`src/core/bbp_pkg.sv`:
```
// Package: register map, field layout, timing counts and state codes
package bbp_pkg;

    // ==========================================================
    // Clock and timing
    localparam int CLK_NS      = 50;
    localparam int CLK_KHZ     = 20000;
    localparam int STEP_UV     = 10000;   // One reference code at feedback
    localparam int SLEW0_UV_US = 600;     // Slowest slew, 0.6 mV/us
    localparam int STEP_CYC0   = STEP_UV * 1000 / (SLEW0_UV_US * CLK_NS);
    localparam logic [8:0] STEP_TOP0 = 9'(STEP_CYC0 - 1);
    localparam int ILIM_US     = 500;
    localparam int ILIM_CYC    = ILIM_US * 1000 / CLK_NS;
    localparam int HICCUP_MS   = 10;
    localparam int HICCUP_CYC  = HICCUP_MS * 1000000 / CLK_NS;
    localparam int TMR_W       = 18;

    // ==========================================================
    // Register offsets
    localparam logic [7:0] REG_TARGET = 8'h01;
    localparam logic [7:0] REG_SLEW   = 8'h02;
    localparam logic [7:0] REG_FREQ   = 8'h03;
    localparam logic [7:0] REG_PROT   = 8'h04;
    localparam logic [7:0] REG_LIMIT  = 8'h05;
    localparam logic [7:0] REG_STATUS = 8'h08;
    localparam logic [7:0] REG_ADC1   = 8'h09;
    localparam logic [7:0] REG_ADC2   = 8'h0a;

    // ==========================================================
    // Fields and reset values
    localparam int DIS_LATCH_BIT = 1;
    localparam int NEG_LIM_LSB   = 4;
    localparam logic [7:0] TARGET_RST = 8'h32;
    localparam logic [1:0] FREQ_BAD_HI = 2'h3;   // Codes 110 and 111

    // ==========================================================
    // Switching periods per frequency code
    function automatic logic [7:0] bbp_period(input logic [2:0] code);
        case (code)
            3'h1:    bbp_period = 8'(CLK_KHZ / 150);
            3'h2:    bbp_period = 8'(CLK_KHZ / 300);
            3'h3:    bbp_period = 8'(CLK_KHZ / 450);
            3'h4:    bbp_period = 8'(CLK_KHZ / 750);
            3'h5:    bbp_period = 8'(CLK_KHZ / 900);
            default: bbp_period = 8'(CLK_KHZ / 600);
        endcase
    endfunction

    // ==========================================================
    // State codes
    typedef enum logic [2:0] {
        BBP_OFF = 3'h0, BBP_SS = 3'h1, BBP_RUN = 3'h2,
        BBP_RDN = 3'h3, BBP_HIC = 3'h4, BBP_LAT = 3'h5
    } bbp_conv_t;

    typedef enum logic [3:0] {
        BBP_I_IDLE = 4'h0, BBP_I_ADDR = 4'h1, BBP_I_AACK = 4'h2,
        BBP_I_REG  = 4'h3, BBP_I_RACK = 4'h4, BBP_I_WR   = 4'h5,
        BBP_I_WACK = 4'h6, BBP_I_RD   = 4'h7, BBP_I_MACK = 4'h8
    } bbp_i2c_t;

    localparam logic [6:0] I2C_ADDR_DEF = 7'h2c;  // Arbitrary value

endpackage

```
`src/core/bbp_ctrl.sv`:
```
// Soft start, enable sequencing, limits, hiccup and register slave
`timescale 1ns/100ps
module bbp_ctrl #(
    parameter logic [6:0] I2C_ADDR   = bbp_pkg::I2C_ADDR_DEF,
    parameter int         ILIM_CYC   = bbp_pkg::ILIM_CYC,
    parameter int         HICCUP_CYC = bbp_pkg::HICCUP_CYC
) (
    input  wire logic       sys_clk_i,
    input  wire logic       rst_n_i,
    input  wire logic       en_above_reg_i,
    input  wire logic       en_above_high_i,
    input  wire logic       prebias_i,
    input  wire logic       pos_limit_trip_i,
    input  wire logic       neg_limit_trip_i,
    input  wire logic       latchoff_trip_i,
    input  wire logic       pwm_input_high_i,
    input  wire logic       pwm_input_low_i,
    input  wire logic       pwm_output_low_i,
    input  wire logic       pwm_output_high_i,
    input  wire logic [6:0] sense_out_first_i,
    input  wire logic [6:0] sense_out_second_i,
    input  wire logic       scl_i,
    input  wire logic       sda_i,
    output logic            sda_o,
    output logic            sda_oe_o,
    output logic            regulator_on_o,
    output logic            input_high_switch_o,
    output logic            input_low_switch_o,
    output logic            output_low_switch_o,
    output logic            output_high_switch_o,
    output logic [7:0]      ref_code_o,
    output logic            cycle_start_o,
    output logic [1:0]      pos_limit_sel_o,
    output logic [1:0]      neg_limit_sel_o,
    output logic            latchoff_overcurrent_o
);

    // ==========================================================
    // Elaboration checks
    if (ILIM_CYC < 1 || ILIM_CYC >= 2 ** bbp_pkg::TMR_W) begin : g_chk_ilim
        $error("ILIM_CYC out of range");
    end
    if (HICCUP_CYC < 1 || HICCUP_CYC >= 2 ** bbp_pkg::TMR_W) begin : g_chk_hic
        $error("HICCUP_CYC out of range");
    end

    localparam logic [17:0] ILIM_TOP = 18'(ILIM_CYC - 1);
    localparam logic [17:0] HIC_TOP  = 18'(HICCUP_CYC - 1);

    // ==========================================================
    // State record
    typedef struct packed {
        bbp_pkg::bbp_conv_t st;
        logic [7:0]         ref_code;
        logic [8:0]         stp;
        logic [17:0]        tmr;
        logic               streak;
        logic               lim_seen;
        logic               plim;
        logic               nlim;
        logic               prebias;
        logic [7:0]         per;
        logic               cyc;
        logic [2:0]         fact;
        logic [7:0]         target;
        logic [1:0]         slew;
        logic [2:0]         freq;
        logic               dis;
        logic [1:0]         poslim;
        logic [1:0]         neglim;
        logic               latch_flag;
        logic [6:0]         adc1;
        logic [6:0]         adc2;
        bbp_pkg::bbp_i2c_t  ist;
        logic [7:0]         sh;
        logic [3:0]         cnt;
        logic [7:0]         ptr;
        logic               rw;
        logic               nack;
        logic               scl;
        logic               sda;
        logic               oe;
        logic               reg_on;
        logic [3:0]         sw;
    } bbp_state_t;

    localparam bbp_state_t S_RST = '{
        st: bbp_pkg::BBP_OFF, ist: bbp_pkg::BBP_I_IDLE,
        target: bbp_pkg::TARGET_RST, scl: 1'b1, sda: 1'b1, default: '0};

    bbp_state_t s_q;
    bbp_state_t s_d;
    logic       scl_rise;
    logic       scl_fall;
    logic       i2c_start;
    logic       i2c_stop;
    logic [7:0] rdata_next;
    logic [8:0] step_top;
    logic       step_now;
    logic       active;
    logic       sw_on;

    // Register read view, unmapped offsets read as zero
    function automatic logic [7:0] rd_view(input bbp_state_t s,
                                           input logic [7:0] a);
        case (a)
            bbp_pkg::REG_TARGET: rd_view = s.target;
            bbp_pkg::REG_SLEW:   rd_view = {6'h00, s.slew};
            bbp_pkg::REG_FREQ:   rd_view = {5'h00, s.freq};
            bbp_pkg::REG_PROT:   rd_view = {6'h00, s.dis, 1'b0};
            bbp_pkg::REG_LIMIT:  rd_view = {2'h0, s.neglim, 2'h0, s.poslim};
            bbp_pkg::REG_STATUS: rd_view = {6'h00, s.st == bbp_pkg::BBP_HIC,
                                            s.latch_flag};
            bbp_pkg::REG_ADC1:   rd_view = {1'b0, s.adc1};
            bbp_pkg::REG_ADC2:   rd_view = {1'b0, s.adc2};
            default:             rd_view = 8'h00;
        endcase
    endfunction

    // ==========================================================
    // Next-state logic
    always_comb begin
        s_d        = s_q;
        scl_rise   = scl_i & ~s_q.scl;
        scl_fall   = ~scl_i & s_q.scl;
        i2c_start  = s_q.scl & scl_i & s_q.sda & ~sda_i;
        i2c_stop   = s_q.scl & scl_i & ~s_q.sda & sda_i;
        rdata_next = rd_view(s_q, s_q.ptr);
        s_d.scl    = scl_i;
        s_d.sda    = sda_i;

        // Serial slave; only reachable while the regulator band holds
        if (i2c_start) begin
            s_d.ist = bbp_pkg::BBP_I_ADDR;
            s_d.cnt = 4'h0;
            s_d.oe  = 1'b0;
        end else if (i2c_stop) begin
            s_d.ist = bbp_pkg::BBP_I_IDLE;
            s_d.oe  = 1'b0;
        end else if (scl_rise) begin
            case (s_q.ist)
                bbp_pkg::BBP_I_ADDR, bbp_pkg::BBP_I_REG,
                bbp_pkg::BBP_I_WR: begin
                    s_d.sh  = {s_q.sh[6:0], sda_i};
                    s_d.cnt = s_q.cnt + 4'h1;
                end
                bbp_pkg::BBP_I_RD:   s_d.cnt  = s_q.cnt + 4'h1;
                bbp_pkg::BBP_I_MACK: s_d.nack = sda_i;
                default:             s_d.cnt  = s_q.cnt;
            endcase
        end else if (scl_fall) begin
            case (s_q.ist)
                bbp_pkg::BBP_I_ADDR: if (s_q.cnt == 4'h8) begin
                    if (s_q.sh[7:1] == I2C_ADDR) begin
                        s_d.oe  = 1'b1;
                        s_d.rw  = s_q.sh[0];
                        s_d.ist = bbp_pkg::BBP_I_AACK;
                    end else begin
                        s_d.ist = bbp_pkg::BBP_I_IDLE;
                    end
                end
                bbp_pkg::BBP_I_AACK, bbp_pkg::BBP_I_MACK: begin
                    s_d.cnt = 4'h0;
                    if (s_q.ist == bbp_pkg::BBP_I_MACK && s_q.nack) begin
                        s_d.oe  = 1'b0;
                        s_d.ist = bbp_pkg::BBP_I_IDLE;
                    end else if (s_q.ist == bbp_pkg::BBP_I_MACK || s_q.rw) begin
                        s_d.sh  = rdata_next;
                        s_d.oe  = ~rdata_next[7];
                        s_d.ist = bbp_pkg::BBP_I_RD;
                    end else begin
                        s_d.oe  = 1'b0;
                        s_d.ist = bbp_pkg::BBP_I_REG;
                    end
                end
                bbp_pkg::BBP_I_REG: if (s_q.cnt == 4'h8) begin
                    s_d.ptr = s_q.sh;
                    s_d.oe  = 1'b1;
                    s_d.ist = bbp_pkg::BBP_I_RACK;
                end
                bbp_pkg::BBP_I_RACK, bbp_pkg::BBP_I_WACK: begin
                    s_d.oe  = 1'b0;
                    s_d.cnt = 4'h0;
                    s_d.ist = bbp_pkg::BBP_I_WR;
                    if (s_q.ist == bbp_pkg::BBP_I_WACK) begin
                        s_d.ptr = s_q.ptr + 8'h01;
                    end
                end
                bbp_pkg::BBP_I_WR: if (s_q.cnt == 4'h8) begin
                    s_d.oe  = 1'b1;
                    s_d.ist = bbp_pkg::BBP_I_WACK;
                    case (s_q.ptr)
                        bbp_pkg::REG_TARGET: s_d.target = s_q.sh;
                        bbp_pkg::REG_SLEW:   s_d.slew   = s_q.sh[1:0];
                        bbp_pkg::REG_FREQ:   s_d.freq   = s_q.sh[2:0];
                        bbp_pkg::REG_PROT:
                            s_d.dis = s_q.sh[bbp_pkg::DIS_LATCH_BIT];
                        bbp_pkg::REG_LIMIT: begin
                            s_d.poslim = s_q.sh[1:0];
                            s_d.neglim = s_q.sh[bbp_pkg::NEG_LIM_LSB +: 2];
                        end
                        default: s_d.sh = s_q.sh;
                    endcase
                end
                bbp_pkg::BBP_I_RD: if (s_q.cnt == 4'h8) begin
                    s_d.oe  = 1'b0;
                    s_d.ptr = s_q.ptr + 8'h01;
                    s_d.ist = bbp_pkg::BBP_I_MACK;
                end else begin
                    s_d.sh = {s_q.sh[6:0], 1'b0};
                    s_d.oe = ~s_q.sh[6];
                end
                default: s_d.ist = bbp_pkg::BBP_I_IDLE;
            endcase
        end

        // Sense readout sampled every cycle
        s_d.adc1 = sense_out_first_i;
        s_d.adc2 = sense_out_second_i;

        // Reserved codes keep the last valid rate, no undefined period
        if (s_q.freq[2:1] != bbp_pkg::FREQ_BAD_HI) begin
            s_d.fact = s_q.freq;
        end

        // Switching cycle timer
        s_d.cyc = 1'b0;
        if (s_q.per == 8'h00) begin
            s_d.per = bbp_pkg::bbp_period(s_q.fact) - 8'h01;
            s_d.cyc = 1'b1;
        end else begin
            s_d.per = s_q.per - 8'h01;
        end

        // Cycle-by-cycle limits; a trip in the start cycle still wins
        s_d.plim = pos_limit_trip_i | (s_q.plim & ~s_d.cyc);
        s_d.nlim = neg_limit_trip_i | (s_q.nlim & ~s_d.cyc);
        if (s_d.cyc) begin
            s_d.streak   = s_q.lim_seen | pos_limit_trip_i;
            s_d.lim_seen = pos_limit_trip_i;
        end else begin
            s_d.lim_seen = s_q.lim_seen | pos_limit_trip_i;
        end

        // Reference step pacing from slew code
        step_top = bbp_pkg::STEP_TOP0 >> s_q.slew;
        step_now = (s_q.stp >= step_top);
        s_d.stp  = step_now ? 9'h000 : s_q.stp + 9'h001;

        // Conversion sequencing
        active = (s_q.st == bbp_pkg::BBP_SS) || (s_q.st == bbp_pkg::BBP_RUN)
              || (s_q.st == bbp_pkg::BBP_RDN);
        case (s_q.st)
            bbp_pkg::BBP_OFF: if (en_above_high_i) begin
                s_d.st         = bbp_pkg::BBP_SS;
                s_d.prebias    = prebias_i;
                s_d.ref_code   = 8'h00;
                s_d.latch_flag = 1'b0;
            end
            bbp_pkg::BBP_SS, bbp_pkg::BBP_RUN: begin
                if (step_now && s_q.ref_code < s_q.target) begin
                    s_d.ref_code = s_q.ref_code + 8'h01;
                end else if (step_now && s_q.ref_code > s_q.target) begin
                    s_d.ref_code = s_q.ref_code - 8'h01;
                end
                if (s_q.st == bbp_pkg::BBP_SS && s_q.ref_code == s_q.target) begin
                    s_d.st      = bbp_pkg::BBP_RUN;
                    s_d.prebias = 1'b0;
                end
                s_d.tmr = s_q.streak ? s_q.tmr + 18'h00001 : 18'h00000;
                if (s_q.streak && s_q.tmr >= ILIM_TOP) begin
                    s_d.st       = bbp_pkg::BBP_HIC;
                    s_d.tmr      = 18'h00000;
                    s_d.ref_code = 8'h00;
                    s_d.streak   = 1'b0;
                    s_d.lim_seen = 1'b0;
                end
                if (!en_above_high_i) begin
                    s_d.st = bbp_pkg::BBP_RDN;
                end
            end
            bbp_pkg::BBP_RDN: begin
                if (step_now && s_q.ref_code != 8'h00) begin
                    s_d.ref_code = s_q.ref_code - 8'h01;
                end
                if (en_above_high_i) begin
                    s_d.st      = bbp_pkg::BBP_SS;
                    s_d.prebias = prebias_i;
                end else if (s_q.ref_code == 8'h00) begin
                    s_d.st = bbp_pkg::BBP_OFF;
                end
            end
            bbp_pkg::BBP_HIC: begin
                s_d.tmr = s_q.tmr + 18'h00001;
                if (s_q.tmr >= HIC_TOP) begin
                    s_d.tmr = 18'h00000;
                    // Retry only once the short has gone away
                    if (!pos_limit_trip_i) begin
                        s_d.st      = bbp_pkg::BBP_SS;
                        s_d.prebias = prebias_i;
                    end
                end
                if (!en_above_high_i) begin
                    s_d.st = bbp_pkg::BBP_OFF;
                end
            end
            bbp_pkg::BBP_LAT: if (!en_above_high_i) begin
                s_d.st = bbp_pkg::BBP_OFF;
            end
            default: s_d.st = bbp_pkg::BBP_OFF;
        endcase

        // Latch-off overrides all but the low-band reset while switching
        if (active && latchoff_trip_i && !s_q.dis) begin
            s_d.st         = bbp_pkg::BBP_LAT;
            s_d.latch_flag = 1'b1;
        end

        // Gate drive, one register stage behind the modulator
        sw_on = (s_d.st == bbp_pkg::BBP_SS) || (s_d.st == bbp_pkg::BBP_RUN)
             || (s_d.st == bbp_pkg::BBP_RDN);
        s_d.sw[3]  = sw_on & pwm_input_high_i & ~s_d.plim;
        s_d.sw[2]  = sw_on & pwm_input_low_i & ~s_d.prebias;
        s_d.sw[1]  = sw_on & pwm_output_low_i;
        s_d.sw[0]  = sw_on & pwm_output_high_i & ~s_d.nlim;
        s_d.reg_on = 1'b1;

        // Lowest band: defaults everywhere, regulator off
        if (!en_above_reg_i) begin
            s_d = S_RST;
        end
    end

    // ==========================================================
    // State register
    always_ff @(posedge sys_clk_i or negedge rst_n_i) begin
        if (!rst_n_i) begin
            s_q <= S_RST;
        end else begin
            s_q <= s_d;
        end
    end

    // ==========================================================
    // Outputs straight from the state record, except sda_o which is tied low
    assign sda_o                  = 1'b0;
    assign sda_oe_o               = s_q.oe;
    assign regulator_on_o         = s_q.reg_on;
    assign input_high_switch_o    = s_q.sw[3];
    assign input_low_switch_o     = s_q.sw[2];
    assign output_low_switch_o    = s_q.sw[1];
    assign output_high_switch_o   = s_q.sw[0];
    assign ref_code_o             = s_q.ref_code;
    assign cycle_start_o          = s_q.cyc;
    assign pos_limit_sel_o        = s_q.poslim;
    assign neg_limit_sel_o        = s_q.neglim;
    assign latchoff_overcurrent_o = s_q.latch_flag;
endmodule

```
`config.mk`:
```
export PLATFORM = sky130hd
export DESIGN_NAME = bbp_ctrl
export DESIGN_NICKNAME = d
export VERILOG_FILES = /design/src/core/bbp_pkg.sv /design/src/core/bbp_ctrl.sv
export SDC_FILE = /design/constraint.sdc
export NUM_CORES = 1
export LEC_CHECK = 0
export BUFFER_PORTS_ARGS = -buffer_cell sky130_fd_sc_hd__buf_4
export CAP_MARGIN = 40
export CORE_MARGIN = 3
export CORE_UTILIZATION = 45
export CTS_BUF_LIST = sky130_fd_sc_hd__clkbuf_16
export DETAILED_ROUTE_END_ITERATION = 6
export GPL_TIMING_DRIVEN = 1
export SYNTH_ARGS = -nofsm -noshare
export SYNTH_HDL_FRONTEND = slang
export SYNTH_SLANG_ARGS = --single-unit
export TNS_END_PERCENT = 1
```
`constraint.sdc`:
```
create_clock -name sys_clk_i -period 6.3 [get_ports sys_clk_i]
set_input_delay 0.945 -clock sys_clk_i [delete_from_list [all_inputs] [get_ports sys_clk_i]]
set_output_delay 0.945 -clock sys_clk_i [all_outputs]
set_load 0.01 [all_outputs]
```
==> qor.yml <==
outcome: "finished clean"
cts_tree: "yes"
critical_path_cell_count: 11
core_um2: 16600
syn2layout_area_growth_pct: 13.8
critical_path_buf_inv_count: 1
cap_violations: 0
p_sw_w: 0.000753
die_area_um2: 18700
clock_sink_count: 122
antenna_found_initial: 0
cts_root_buf: "clkbuf_16"
start_util_pct: 46.2
final_cell_mix: "dfrtp_1 (117), nand2_1 (86), nor2_1 (76)"
grt_usage_pct: 22.3
cp.arrival_ns: 3.38
powerDensity_nw_per_um2: 287
cts_setup_buffers: 0
synth_top_cell_by_area: "dfrtp_1"
layout-drive-gt1-share_pct: 13.4
antennaDiodeCount: 0
cpMaxStageDelayCell: "a22oi_1"
min_path_type: "in -> async"
grt_pass1_wl_mm: 33.3
finalCritPeriodShare_pct: 48.8
rr_startpoint: "s_q[57]"
rows: 47
leakagePower_nw: 3.84
grt_pass1_vias: 6589
worstPathRequired_ns: 6.61
dieHeight_um: 137
cts_buffers: 17
crit_type: "reg -> reg"
ys_warn_count: 0
hold_viol_final: 0
swShare_pct: 30.0
power_frac_comb_pct: 20.9
intPower_w: 0.00176
critical_path.startpoint: "s_q[57]"
seqPwrFrac_pct: 36.4
syn-cell-area_um2: 7690
peakVddDrop_mv: 0.188
pin_count: 49
initialDrtViolationCount: 468
dr.pass1.iters: 6
post_drt_wl_per_cell_um: 17.9
synth_top_cell_area_share_pct: 38.0
htree_levels: 4
ys_top_cells_by_area: "dfrtp_1 (38%), ha_1 (5.5%), nand2_1 (4.2%)"
netlist_instances: 874
cp-start-kind: "register"
r2r_slack_ns: 3.23
ys.flop_type: "dfrtp_1"
dp_cells: 1093
async_flop_share_pct: 100
skew_ns: 0.0147
gp_congestion: 0.914
power_frac_clock_pct: 42.7
wirelength_mm: 20.1
crit-reg2reg-capture: "ref_code_o[2]"
drc: 0
crit_chain: "inv_1 > ha_1 > nor2_1 > ha_1 > a21oi_1 > o21ai_0 > a41oi_1 > nand2_1 > a22oi_1 > nor2_1 > a221oi_1"
clk_latency_ns: 0.42
cp-endpoint: "ref_code_o[2]"
layout_commonest_cell: "dfrtp_1"
final_max_slew_viol_count: 0
cts.repair.resized: 0
rr_worst_depth: 11
ant_nets: 0
slowest_delay_ns: 0.51
cts_buffer_depth: 2
grt_max_degree: 57
path_delay_family: "compound AO/OA/AOI/OAI gates"
rsz0062_at_grt: "false"
die_x_um: 137
viasPerCell: 5.92
relSlewSlack_pct: 41.9
synth_edf_count: 0
synth_cell_types: 84
max_freq_ghz: 0.325
tightestPinTransition_ns: 0.863
avgSynthCellArea_um2: 8.80
hold_ws_ns: 0.437
synth_seq_area_share_pct: 39.8
worstPathMaxFanout: 6
hpwlAfterDp_mm: 14.4
grt-ovfl-total: 0
numPortBuffers: 47
cts_hold_buf: 0
cts.clk_slew.worst_paths_ns: 0.06
synthesis.nets: 936
critPathCaptureType: "register"
vias: 6659
nets: 954
synth-seq-cells: 122
setup_viol_count_final: 0
layout_min_cycle_time_ns: 3.07
setup_tns_ns: 0
instances_no_fill: 1125
[layout make-up]
type / instances / area, um^2
Multi-Input combinational cell: 650 / 4170
Clock buffer: 17 / 425
Timing Repair Buffer: 54 / 425
Inverter: 47 / 176
Sequential cell: 122 / 3060
Tap cell: 220 / 275
Fill cell: 1540 / 7890
Clock inverter: 15 / 219
[worst min path at each step]
stage,endpoint,slack (ns),cells after the start
finish,ref_code_o[4],0.44,1
global route,output_low_switch_o,0.44,1
CTS,output_low_switch_o,0.42,1
detailed placement,s_q[81],0.49,2
global placement,s_q[80],0.49,2
floorplan,s_q[20],0.47,1
[cells by family after synthesis]
kind of cell / Yosys count / synth area share (%)
AO/OA/AOI/OAI: 224 / 20.3
XOR/XNOR: 17 / 1.94
adder cells (fa/ha/maj): 35 / 5.66
buffers and inverters: 102 / 6.02
flip-flops: 122 / 39.8
multiplexers: 23 / 3.15
other: 1 / 0.0487
AND/OR/NAND/NOR: 350 / 23.2
[power groups by stage]
stage          Combinational (W)  Clock (W)  Sequential, W
2_1_floorplan           0.000396          0       0.000894
3_3_place_gp            0.000507          0       0.000924
3_5_place_dp            0.000521          0       0.000925
4_1_cts                 0.000524    0.00109       0.000912
5_1_grt                 0.000583    0.00114       0.000922
6_report                0.000524    0.00107       0.000914
[metrics by stage]
step	total power, W	util, %	instance area, um^2	setup slack, ns
floorplan	0.00129	-	7690	3.76
global placement	0.00143	48.5	8070	3.41
detailed placement	0.00145	48.7	8110	3.28
CTS	0.00253	52.6	8750	3.26
global route	0.00264	52.6	8750	2.98
finish	0.00251	52.6	8750	3.23
[registers in the layout, summed over array words and instances, names as in the netlist]
signal / flops
cycle_start_o: 1
regulator_on_o: 1
input_low_switch_o: 1
neg_limit_sel_o: 2
latchoff_overcurrent_o: 1
output_high_switch_o: 1
ref_code_o: 8
output_low_switch_o: 1
s_q: 102
sda_oe_o: 1
input_high_switch_o: 1
pos_limit_sel_o: 2
[synthesized netlist by cell type, drive strengths merged, types with 17 or more instances]
cell and instances:
o21ai 48, nor3 17, and2 27, a21oi 52
dfrtp 117, nand3 53, nand2 87, nor2 77
ha 34, and3 17, buf 24, inv 47
clkbuf 31
[worst register-to-register path, cell delays in order, from the launching register on]
cell,delay (ns)
dfrtp_1,0.40
inv_1,0.10
ha_1,0.23
nor2_1,0.12
ha_1,0.25
a21oi_1,0.15
o21ai_0,0.10
a41oi_1,0.46
nand2_1,0.16
a22oi_1,0.51
nor2_1,0.17
a221oi_1,0.31
[metal layers]
| layer | routed length (um) | global-route usage [%] | vias to the layer above |
|---|---|---|---|
| met5 | 0 | 0 | - |
| met4 | 274 | 6.83 | 0 |
| met3 | 814 | 4.34 | 25 |
| met2 | 9850 | 36.7 | 193 |
| met1 | 9210 | 29.9 | 3233 |
| li1 | - | - | 3208 |
(Power assumes the default switching activity.)
